===== src/dfs_map.svh =====
`ifndef DFS_MAP_SVH
`define DFS_MAP_SVH
`define DFS_SYNC_CMD 8'h55
`define DFS_SYNC_RSP 8'haa
`define DFS_CMD_ERASE_SEC 8'h12
`define DFS_CMD_PROG_SEC 8'h13
`define DFS_RAM_BASE 20'h00000
`define DFS_RAM_LAST 20'h3ffff
`define DFS_FLASH_BASE 20'h80000
`define DFS_FLASH_LAST 20'hfffff
`define DFS_SECTOR_SHIFT 12
`define DFS_SECTOR_BYTES 20'h01000
`define DFS_HDR_LEN 3'h7
`define DFS_ST_OK 16'h0000
`define DFS_ST_BAD_LRC 16'h0001
`define DFS_ST_BAD_CMD 16'h0002
`endif


===== src/dfs_pkg.sv =====
package dfs_pkg;
    typedef struct packed {
        logic [7:0] cmd;
        logic [7:0] sector;
        logic [15:0] ram_addr;
        logic [15:0] length;
    } dfs_hdr_t;
    typedef struct packed {
        logic erase;
        logic [19:0] flash_addr;
        logic [19:0] flash_bytes;
        logic [19:0] ram_addr;
    } dfs_op_t;
    typedef enum logic [1:0] {DFS_RX_IDLE, DFS_RX_HDR, DFS_RX_PAY, DFS_RX_LRC} dfs_rx_t;
    typedef enum logic [1:0] {DFS_TX_IDLE, DFS_TX_ST, DFS_TX_LRC} dfs_tx_t;
endpackage


===== src/dfs_addr_map.sv =====
`timescale 1ns/1ps
`default_nettype none
`include "dfs_map.svh"
module dfs_addr_map (
    input wire logic [19:0] i_addr,
    output logic o_is_ram,
    output logic o_is_flash
);
    // ------------------------------
    // System map decode
    // ------------------------------
    always_comb begin
        o_is_ram = (i_addr <= `DFS_RAM_LAST);
        o_is_flash = (i_addr >= `DFS_FLASH_BASE);
    end
endmodule
`default_nettype wire


===== src/dfs_sector_cmd.sv =====
`timescale 1ns/1ps
`default_nettype none
`include "dfs_map.svh"
module dfs_sector_cmd (
    input wire logic i_clk,
    input wire logic i_rst_n,
    input wire logic i_rx_valid,
    input wire logic [7:0] i_rx_data,
    output logic o_rx_ready,
    output logic o_tx_valid,
    output logic [7:0] o_tx_data,
    input wire logic i_tx_ready,
    output logic o_op_valid,
    output dfs_pkg::dfs_op_t o_op,
    input wire logic i_op_ready,
    input wire logic i_op_done,
    input wire logic i_op_fail
);
    // ------------------------------
    // Receive, execution and response state
    // ------------------------------
    dfs_pkg::dfs_rx_t rx_reg;
    dfs_pkg::dfs_tx_t tx_reg;
    logic [2:0] idx_reg;
    logic [15:0] pay_reg;
    logic [7:0] lrc_reg;
    dfs_pkg::dfs_hdr_t hdr_reg;
    logic busy_reg;
    logic [15:0] st_reg;
    logic [1:0] tcnt_reg;
    logic [7:0] tlrc_reg;
    logic [7:0] tx_data_reg;
    logic op_valid_reg;
    dfs_pkg::dfs_op_t op_reg;
    logic rx_take;
    logic tx_take;
    logic is_sec;
    logic ram_ok;
    logic fl_ok;
    logic [19:0] fl_addr;
    logic [19:0] src_addr;

    // Packets are not accepted while one is still being executed or answered
    assign o_rx_ready = !busy_reg;
    assign rx_take = i_rx_valid && o_rx_ready;
    assign tx_take = o_tx_valid && i_tx_ready;
    assign o_tx_valid = (tx_reg != dfs_pkg::DFS_TX_IDLE);
    assign o_tx_data = tx_data_reg;
    assign o_op_valid = op_valid_reg;
    assign o_op = op_reg;

    always_comb begin
        is_sec = (hdr_reg.cmd == `DFS_CMD_ERASE_SEC) || (hdr_reg.cmd == `DFS_CMD_PROG_SEC);
        src_addr = {4'h0, hdr_reg.ram_addr};
        fl_addr = `DFS_FLASH_BASE + {hdr_reg.sector, 12'h000};
        if (hdr_reg.cmd == `DFS_CMD_ERASE_SEC) begin
            fl_addr[`DFS_SECTOR_SHIFT] = 1'b0;
        end
    end

    dfs_addr_map u_src (
        .i_addr(src_addr),
        .o_is_ram(ram_ok),
        .o_is_flash()
    );

    // Sector numbers past the flash size wrap, so the target must still decode as flash
    dfs_addr_map u_fl (
        .i_addr(fl_addr),
        .o_is_ram(),
        .o_is_flash(fl_ok)
    );

    // ------------------------------
    // Packet receiver
    // ------------------------------
    always_ff @(posedge i_clk) begin
        if (!i_rst_n) begin
            rx_reg <= dfs_pkg::DFS_RX_IDLE;
            idx_reg <= 3'h0;
            pay_reg <= 16'h0000;
            lrc_reg <= 8'h00;
            hdr_reg <= '0;
        end else if (rx_take) begin
            lrc_reg <= lrc_reg ^ i_rx_data;
            case (rx_reg)
                dfs_pkg::DFS_RX_IDLE: begin
                    lrc_reg <= i_rx_data;
                    idx_reg <= 3'h2;
                    if (i_rx_data == `DFS_SYNC_CMD) begin
                        rx_reg <= dfs_pkg::DFS_RX_HDR;
                    end
                end
                dfs_pkg::DFS_RX_HDR: begin
                    idx_reg <= idx_reg + 3'h1;
                    case (idx_reg)
                        3'h2: hdr_reg.cmd <= i_rx_data;
                        3'h3: hdr_reg.sector <= i_rx_data;
                        3'h4: hdr_reg.ram_addr[15:8] <= i_rx_data;
                        3'h5: hdr_reg.ram_addr[7:0] <= i_rx_data;
                        3'h6: hdr_reg.length[15:8] <= i_rx_data;
                        default: hdr_reg.length[7:0] <= i_rx_data;
                    endcase
                    if (idx_reg == `DFS_HDR_LEN) begin
                        pay_reg <= {hdr_reg.length[15:8], i_rx_data};
                        if ({hdr_reg.length[15:8], i_rx_data} == 16'h0000) begin
                            rx_reg <= dfs_pkg::DFS_RX_LRC;
                        end else begin
                            rx_reg <= dfs_pkg::DFS_RX_PAY;
                        end
                    end
                end
                dfs_pkg::DFS_RX_PAY: begin
                    // Payload is only folded into the check; sector commands carry none
                    pay_reg <= pay_reg - 16'h0001;
                    if (pay_reg == 16'h0001) begin
                        rx_reg <= dfs_pkg::DFS_RX_LRC;
                    end
                end
                default: begin
                    rx_reg <= dfs_pkg::DFS_RX_IDLE;
                end
            endcase
        end
    end

    // ------------------------------
    // Command execution
    // ------------------------------
    always_ff @(posedge i_clk) begin
        if (!i_rst_n) begin
            busy_reg <= 1'b0;
            st_reg <= `DFS_ST_OK;
            op_valid_reg <= 1'b0;
            op_reg <= '0;
        end else begin
            if (rx_take && rx_reg == dfs_pkg::DFS_RX_LRC) begin
                busy_reg <= 1'b1;
                if (lrc_reg != i_rx_data) begin
                    st_reg <= `DFS_ST_BAD_LRC;
                end else if (!is_sec || !ram_ok || !fl_ok) begin
                    st_reg <= `DFS_ST_BAD_CMD;
                end else begin
                    st_reg <= `DFS_ST_OK;
                    op_valid_reg <= 1'b1;
                    op_reg.erase <= (hdr_reg.cmd == `DFS_CMD_ERASE_SEC);
                    op_reg.flash_addr <= fl_addr;
                    op_reg.ram_addr <= src_addr;
                    if (hdr_reg.cmd == `DFS_CMD_ERASE_SEC) begin
                        op_reg.flash_bytes <= `DFS_SECTOR_BYTES << 1;
                    end else begin
                        op_reg.flash_bytes <= `DFS_SECTOR_BYTES;
                    end
                end
            end
            if (op_valid_reg && i_op_ready) begin
                op_valid_reg <= 1'b0;
            end
            if (tx_reg == dfs_pkg::DFS_TX_LRC && tx_take) begin
                busy_reg <= 1'b0;
            end
            if (i_op_done && i_op_fail) begin
                st_reg <= `DFS_ST_BAD_CMD;
            end
        end
    end

    // ------------------------------
    // Response sender
    // ------------------------------
    always_ff @(posedge i_clk) begin
        if (!i_rst_n) begin
            tx_reg <= dfs_pkg::DFS_TX_IDLE;
            tcnt_reg <= 2'h0;
            tlrc_reg <= 8'h00;
            tx_data_reg <= 8'h00;
        end else begin
            case (tx_reg)
                dfs_pkg::DFS_TX_IDLE: begin
                    // Answer waits for the flash engine so the status is final
                    if (busy_reg && !op_valid_reg && (i_op_done || st_reg != `DFS_ST_OK)) begin
                        tx_reg <= dfs_pkg::DFS_TX_ST;
                        tx_data_reg <= `DFS_SYNC_RSP;
                        tlrc_reg <= `DFS_SYNC_RSP;
                        tcnt_reg <= 2'h0;
                    end
                end
                dfs_pkg::DFS_TX_ST: begin
                    if (tx_take) begin
                        tcnt_reg <= tcnt_reg + 2'h1;
                        if (tcnt_reg == 2'h0) begin
                            tx_data_reg <= st_reg[15:8];
                            tlrc_reg <= tlrc_reg ^ st_reg[15:8];
                        end else if (tcnt_reg == 2'h1) begin
                            tx_data_reg <= st_reg[7:0];
                            tlrc_reg <= tlrc_reg ^ st_reg[7:0];
                        end else begin
                            tx_data_reg <= tlrc_reg;
                            tx_reg <= dfs_pkg::DFS_TX_LRC;
                        end
                    end
                end
                dfs_pkg::DFS_TX_LRC: begin
                    if (tx_take) begin
                        tx_reg <= dfs_pkg::DFS_TX_IDLE;
                    end
                end
                default: begin
                    tx_reg <= dfs_pkg::DFS_TX_IDLE;
                end
            endcase
        end
    end
endmodule
`default_nettype wire


===== config.mk =====
export PLATFORM = sky130hd
export DESIGN_NAME = dfs_sector_cmd
export DESIGN_NICKNAME = d
export VERILOG_FILES = /design/src/dfs_pkg.sv /design/src/dfs_addr_map.sv /design/src/dfs_sector_cmd.sv
export VERILOG_INCLUDE_DIRS = /design/src
export SDC_FILE = /design/constraint.sdc
export NUM_CORES = 1
export LEC_CHECK = 0
export BUFFER_PORTS_ARGS = -buffer_cell sky130_fd_sc_hd__buf_2
export CAP_MARGIN = 20
export CELL_PAD_IN_SITES_DETAIL_PLACEMENT = 0
export CELL_PAD_IN_SITES_GLOBAL_PLACEMENT = 1
export CORE_ASPECT_RATIO = 0.75
export CORE_UTILIZATION = 25
export CTS_CLUSTER_DIAMETER = 80
export DETAILED_ROUTE_END_ITERATION = 8
export HOLD_SLACK_MARGIN = 0.08
export PLACE_DENSITY_LB_ADDON = 0.1
export SLEW_MARGIN = 10
export SYNTH_ARGS = -nofsm -noshare
export SYNTH_HDL_FRONTEND = slang
export SYNTH_SLANG_ARGS = --single-unit

===== constraint.sdc =====
create_clock -name i_clk -period 2.4 [get_ports i_clk]
set_input_delay 0.36 -clock i_clk [delete_from_list [all_inputs] [get_ports i_clk]]
set_output_delay 0.36 -clock i_clk [all_outputs]
set_load 0.005 [all_outputs]

==> results of run 1 <==
[synth_stat cells, types with 5 or more instances]
cell	n	area share
a211oi_1	5	0.0071
and3_1	11	0.013
clkbuf_1	28	0.020
inv_1	19	0.014
nand4_1	6	0.0071
xnor2_1	9	0.015
ha_1	14	0.033
nor2_1	98	0.070
nand2_1	45	0.032
nor2b_1	8	0.0095
nor4_1	6	0.0071
buf_2	5	0.0048
nor3_1	11	0.010
buf_4	41	0.059
a21oi_1	34	0.032
nand3_1	6	0.0057
a22oi_1	8	0.011
o21ai_0	39	0.037
mux2i_1	60	0.11
a31oi_1	5	0.0060
dfxtp_1	110	0.42
[worst reg2reg max path, stage by stage, from the launching register on]
cell      delay, ns
dfxtp_1        0.35
ha_1           0.23
ha_1           0.22
mux2_2         0.28
and2_1         0.35
and3_1         0.29
a221oi_1       0.21
nor2_1         0.08
[final cells by class]
| cell class | instances | area, sq um | share of cell area |
|---|---|---|---|
| inverter | 19 | 71.3 | 0.0118 |
| clock buffer | 10 | 229 | 0.0379 |
| timing repair buffer | 75 | 470 | 0.0779 |
| multi-input combinational | 442 | 2660 | 0.441 |
| tap | 282 | 353 | 0.0584 |
| clock inverter | 6 | 53.8 | 0.00890 |
| sequential | 110 | 2200 | 0.364 |
[power by group through the flow]
| stage | sequential (mW) | combinational [mW] | clock, mW |
|---|---|---|---|
| finish | 1.85 | 0.189 | 1.47 |
| global route | 1.85 | 0.212 | 1.59 |
| floorplan | 1.89 | 0.159 | 0 |
| detailed placement | 1.89 | 0.191 | 0 |
| global placement | 1.89 | 0.191 | 0 |
| CTS | 1.85 | 0.191 | 1.53 |
[logic make-up after synthesis]
family,count (synthesis),share of synthesized area
AND/OR/NAND/NOR,215,0.194
flip-flops,110,0.419
AO/OA/AOI/OAI,108,0.121
buffers and inverters,94,0.0991
multiplexers,61,0.116
adder cells (fa/ha/maj),14,0.0333
XOR/XNOR,10,0.0167
other,1,0.000714
[metrics by stage]
step	power [mW]	worst slack, ns	utilization
after floorplan	2.05	0.583	-
after global placement	2.08	0.266	0.282
after detailed placement	2.08	0.286	0.282
after CTS	3.57	0.300	0.296
after global routing	3.66	0.161	0.296
final	3.51	0.290	0.296
[worst paths after layout]
kind | startpoint | end | slack (ns) | depth (start not counted)
setup reg to reg | idx_reg[0] | pay_reg[13] | 0.29 | 7
hold reg to reg | o_tx_data[1] | o_tx_data[1] | 0.45 | 2
setup / recovery | idx_reg[0] | pay_reg[13] | 0.29 | 7
hold / removal | i_op_ready | o_op_valid | 0.29 | 4
[layer usage]
layer	GRT usage	part of all wire
met5	0	0
met4	0.0334	0.010
met3	0.0297	0.044
met2	0.187	0.41
met1	0.195	0.54
==> out/qor.yml, run 1 <==
grt:
  antenna_found_initial: 0
  grt_pass1_wl_mm: 21.6
  grt_remaining_overflow: 0
  grt_max_degree: 84
  grt_pass1_vias: 3868
  track_usage: 0.131
cts:
  cts_htree_levels: 3
  clkSlewWorstSetupHoldPaths_ns: 0.08
  cts.sinks: 110
  postCtsHoldBufs: 0
  post_cts_resized: 0
  root_buffer: "clkbuf_16"
  cts_inserted_buffers: 9
  clkLatencyLatePin_ns: 0.36
  clockBufferDepth: 2
  cts_tree: "built"
  cts_setup_buffers: 0
power_and_ir_drop:
  netSwitchingPower_mw: 0.886
  p_int_mw: 2.62
  clock_power_share: 0.418
  power.leakage_nw: 2.48
  pwr-share-seq: 0.528
  switching_share: 0.253
  powerDensity_mw_per_mm2: 580
  p_comb_frac: 0.054
  peakVddDrop_v: 0.000335
detailed_routing:
  drt_iter0_drc: 297
  drt_wl_total_mm: 13.9
  routed_via_density: 4.40
  routedWlPerCell_um: 14.7
  vias: 4151
  ant_nets: 0
  drtPass1Iterations: 5
  drc_errors: 0
sta:
  period_share: 0.879
  worstMarginPinSlew_ns: 0.666
  whs_ns: 0.294
  setup_tns_ns: 0
  timing.final.crit_period_ns: 2.11
  rsz0062_at_grt: "no"
  hold_viol_final: 0
  fmax_ghz: 0.474
  fin_skew_ns: 0.0121
  final-setup-viol-count: 0
  maxSlewViolCount: 0
  slew_headroom: 0.556
die:
  design.die.area_sq_mm: 0.0216
  core_sq_mm: 0.0204
  start_util: 0.257
  dieWidth_um: 169
  die_y_um: 128
  num_io_pins: 87
  rows: 45
synth:
  synthArstFlopShare: 0
  synth.ff_latch_count: 110
  synth_edf_count: 0
  synth.avg_cell_area_sq_um: 8.57
  ys.flop_type: "dfxtp_1"
  yosysSeqAreaShare: 0.419
  yosysWarningCount: 0
  netlist_area_sq_mm: 0.00525
  ys_types: 53
  synthCells: 613
placement:
  gp_congestion: 0.777
  port-buffer-count: 52
  place_hpwl_mm: 9.80
  dp_cells: 928
  place_area_sq_mm: 0.00576
cells_and_area:
  largest_register_ff_count: 40
  area_delta_synth_final_pct: 15.0
  fin_nets: 686
  stdcell_area_sq_mm: 0.00604
  n_antenna_cell: 0
  n_fill_cell: 2222
  stdcell_count: 944
  drive_above_1_share: 0.153
  final_cell_mix: "110 x dfxtp_1, 98 x nor2_1, 60 x mux2i_1"
  final_common_cell: "dfxtp_1"
setup_path:
  slowest_stage: "dfxtp_1"
  arrival_ns: 2.34
  critPathMaxStageDelay_ns: 0.35
  critPathTopFamily: "simple AND/OR/NAND/NOR gates"
  critPathBufInv: 0
  critical_path_required_ns: 2.63
  worst-path-max-fanout: 15
  cpMostUsedCell: "ha_1"
  endpoint_kind: "flip-flop"
  critPathKind: "reg2reg"
  crit_path_cell_trace: "ha_1 > ha_1 > mux2_2 > and2_1 > and3_1 > a221oi_1 > nor2_1"
  start_kind: "flip-flop"
min_path:
  hp-class: "in2reg"
job:
  maxCapViolCount: 0
outcome:
  outcome: "finished, final reports clean"
No activity file was read; power rests on OpenSTA's default activity.
==> run 2, diff against run 1 <==
--- a/config.mk
+++ b/config.mk
@@ -6,12 +6,13 @@
 export SDC_FILE = /design/constraint.sdc
 export NUM_CORES = 1
 export LEC_CHECK = 0
+export ABC_AREA = 1
 export BUFFER_PORTS_ARGS = -buffer_cell sky130_fd_sc_hd__buf_2
 export CAP_MARGIN = 20
 export CELL_PAD_IN_SITES_DETAIL_PLACEMENT = 0
 export CELL_PAD_IN_SITES_GLOBAL_PLACEMENT = 1
 export CORE_ASPECT_RATIO = 0.75
-export CORE_UTILIZATION = 25
+export CORE_UTILIZATION = 40
 export CTS_CLUSTER_DIAMETER = 80
 export DETAILED_ROUTE_END_ITERATION = 8
 export HOLD_SLACK_MARGIN = 0.08
==> run 2 against run 1 <==
  * The run now ends with DRC left
  * Area after synthesis increased by 6.4%
  * Fmax about the same
  * Sequential cell count unchanged
  * Worst hold slack got worse by 0.027 ns
  * Critical path depth increased by 1
  * Via count increased by 21%
  * Design area increased by 1.9%
  * Total power increased by 1.3%
  * Synthesized cell count increased by 34%
  * Non-clock buffer count decreased by 13
  * Die area decreased by 33%
  * Critical endpoint is now hdr_reg[41]
  * Largest power group unchanged
==> out/qor.yml, run 2 <==
synth:
  netlist_area_sq_mm: 0.00559  # +6.4%
  synthTopCellsByArea: "dfxtp_1 39%, nand2_1 11%, inv_1 8.0%"
  yosysSeqAreaShare: 0.394  # -0.0252
  synth_xor_area_frac: 0.00627  # -0.0104
  ys.flop_type: "dfxtp_1"
  yosys.area_share.simple: 0.225  # +0.0311
  synthCells: 819  # +34%
  synth.ff_latch_count: 110  # unchanged
  yosysWarningCount: 0  # unchanged
  synth_top_family_by_area: "simple AND/OR/NAND/NOR gates"
  synth_top_area_share: 0.394  # -0.0252
  ys_types: 32  # -40%
  synth.avg_cell_area_sq_um: 6.82  # -20%
  ys_top_cells_by_count: "160 x nand2_1, 119 x inv_1, 110 x dfxtp_1"
  synth_edf_count: 0  # unchanged
  synth_most_common_cell: "nand2_1"
  yosys.area.top_type: "dfxtp_1"
  synth-compound-area-share: 0.179  # +0.0583
  synthArstFlopShare: 0  # unchanged
  muxShareOfSynthArea: 0  # -0.116
  synth-adder-area-share: 0.0313  # -0.00201
die:
  num_io_pins: 87  # unchanged
  start_util: 0.409  # +0.152
  core_sq_mm: 0.0137  # -33%
  dieWidth_um: 138  # -18%
  die_y_um: 104  # -18%
  design.die.area_sq_mm: 0.0145  # -33%
  rows: 37  # -18%
cells_and_area:
  final_common_cell: "nand2_1"
  n_antenna_cell: 0  # unchanged
  stdcell_area_sq_mm: 0.00616  # +1.9%
  fin_util: 0.451  # +0.155
  fin_nets: 886  # +29%
  final_cell_mix: "160 x nand2_1, 119 x inv_1, 110 x dfxtp_1"
  drive_above_1_share: 0.118  # -0.0342
  largest_register_ff_count: 40  # unchanged
  stdcell_count: 1037  # +9.9%
  area_delta_synth_final_pct: 10.2
setup_path:
  critPathTopFamily: "simple AND/OR/NAND/NOR gates"
  endpoint_kind: "flip-flop"
  worstReg2RegEnd: "hdr_reg[41]"
  start_kind: "flip-flop"
  crit_path_cell_trace: "nor2_4 > buf_4 > inv_2 > nor2_1 > nand3_2 > inv_1 > o21ai_0 > a21oi_1"
  arrival_ns: 2.35  # about the same
  critPathMaxStageDelay_ns: 0.35  # about the same
  worst-r2r-cell-count: 8  # +1
  critPathKind: "reg2reg"
  critPathBufInv: 3  # +3
  slowest_stage: "dfxtp_1"
  worst-path-max-fanout: 14  # -1
  timing.rr.start: "busy_reg"
  critical_path_required_ns: 2.64  # about the same
  r2r_setup_slack_ns: 0.29  # about the same
grt:
  antenna_found_initial: 0  # unchanged
  met3_usage: 0.0419  # +0.0122
  grt_remaining_overflow: 0  # unchanged
  grt_busiest_layer: "met2"
  grt_pass1_vias: 4496  # +16%
  met1_usage: 0.282  # +0.0878
  track_usage: 0.203  # +0.0722
  grt_max_degree: 68  # -19%
  grt_pass1_wl_mm: 23.0  # +6.7%
  grt_util_met2: 0.319  # +0.132
sta:
  whs_ns: 0.267  # -0.0269 ns
  slew_headroom: 0.552  # -0.00377
  fmax_ghz: 0.474  # about the same
  hold_viol_final: 0  # unchanged
  fin_skew_ns: 0.00589  # -0.00620 ns
  setup_tns_ns: 0  # unchanged
  maxSlewViolCount: 0  # unchanged
  final-setup-viol-count: 0  # unchanged
  fin_ws_ns: 0.290  # -0.000565 ns
  rsz0062_at_grt: "no"
  period_share: 0.879  # about the same
  timing.final.crit_period_ns: 2.11  # +0.000565 ns
  worstMarginPinSlew_ns: 0.672  # +0.00566 ns
power_and_ir_drop:
  netSwitchingPower_mw: 0.879  # -0.78%
  clock_power_share: 0.416  # -0.002
  peakVddDrop_v: 0.000330  # -1.4%
  power_mw: 3.55  # +1.3%
  switching_share: 0.248  # -0.00513
  power.leakage_nw: 2.81  # +13%
  pwr-share-seq: 0.520  # -0.008
  p_int_mw: 2.67  # +2.0%
  powerDensity_mw_per_mm2: 577  # -0.62%
  p_comb_frac: 0.064  # +0.010
detailed_routing:
  drt_wl_total_mm: 14.1  # +1.5%
  drt_iter0_drc: 334  # +12%
  routed_via_density: 4.84  # +10%
  routedWlPerCell_um: 13.6  # -7.6%
  drtPass1Iterations: 8  # +3
  ant_nets: 0  # unchanged
  vias: 5022  # +21%
  drc_errors: 18  # +18
min_path:
  min_path_cells: 2  # -2
  hold_start: "i_tx_ready"
  holdPathEnd: "busy_reg"
  hp-class: "in2reg"
cts:
  clkLatencyLatePin_ns: 0.35  # about the same
  cts_tree: "built"
  clkSlewWorstSetupHoldPaths_ns: 0.07  # about the same
  root_buffer: "clkbuf_16"
  clockBufferDepth: 2  # unchanged
  cts.sinks: 110  # unchanged
  cts_inserted_buffers: 9  # unchanged
  postCtsHoldBufs: 0  # unchanged
  cts_htree_levels: 3  # unchanged
outcome:
  outcome: "finished, violations left"
  violations: "DRC"
placement:
  port-buffer-count: 52  # unchanged
  gp_congestion: 0.900  # +16%
  place_hpwl_mm: 9.87  # +0.72%
  place_area_sq_mm: 0.00586  # +1.7%
  dp_cells: 1021  # +10%
  pre_cts_slack_ns: 0.109  # -0.177 ns
job:
  maxCapViolCount: 0  # unchanged
## run 2: how the worst max path moves through the flow
| stage | slack, ns | to | from | depth (start not counted) |
|---|---|---|---|---|
| finish | 0.29 | hdr_reg[41] | busy_reg | 8 |
| floorplan | 0.75 | pay_reg[8] | idx_reg[0] | 6 |
| global route | 0.11 | hdr_reg[41] | busy_reg | 8 |
| global placement | -0.03 | hdr_reg[41] | i_rx_valid | 10 |
| CTS | 0.18 | hdr_reg[41] | busy_reg | 8 |
| detailed placement | 0.11 | hdr_reg[41] | i_rx_valid | 10 |
## run 2: power by group through the flow
stage,registers [mW],clock network (mW),logic [mW]
2_1_floorplan,1.89,0,0.183
3_3_place_gp,1.89,0,0.223
3_5_place_dp,1.89,0,0.225
4_1_cts,1.85,1.54,0.226
5_1_grt,1.85,1.60,0.257
6_report,1.85,1.48,0.228
## run 2: cells by family after synthesis
kind of cell,after synthesis
compound gates,186
xor+xnor,4
fa+ha+maj,14
buf+inv,199
flops,110
other cells,1
simple gates,305
## run 2: per-layer routing
layer / share of wire / routed length, um
met5: 0 / 0
met2: 0.44 / 6230
met4: 0.0082 / 116
met1: 0.50 / 7030
met3: 0.049 / 688
## run 2: timing repair
item / in CTS / in global routing
setup buffers: 0 / 0
hold endpoints to repair: 0 / 0
setup endpoints to repair: 0 / 1
resized for setup: 0 / 1
## run 2: final cells by class
type	count	area [sq um]
fill	1427	7500
multi-input combinational	543	2600
sequential	110	2200
inverter	131	492
timing repair buffer	62	348
clock buffer	11	253
tap	175	219
clock inverter	5	43.8
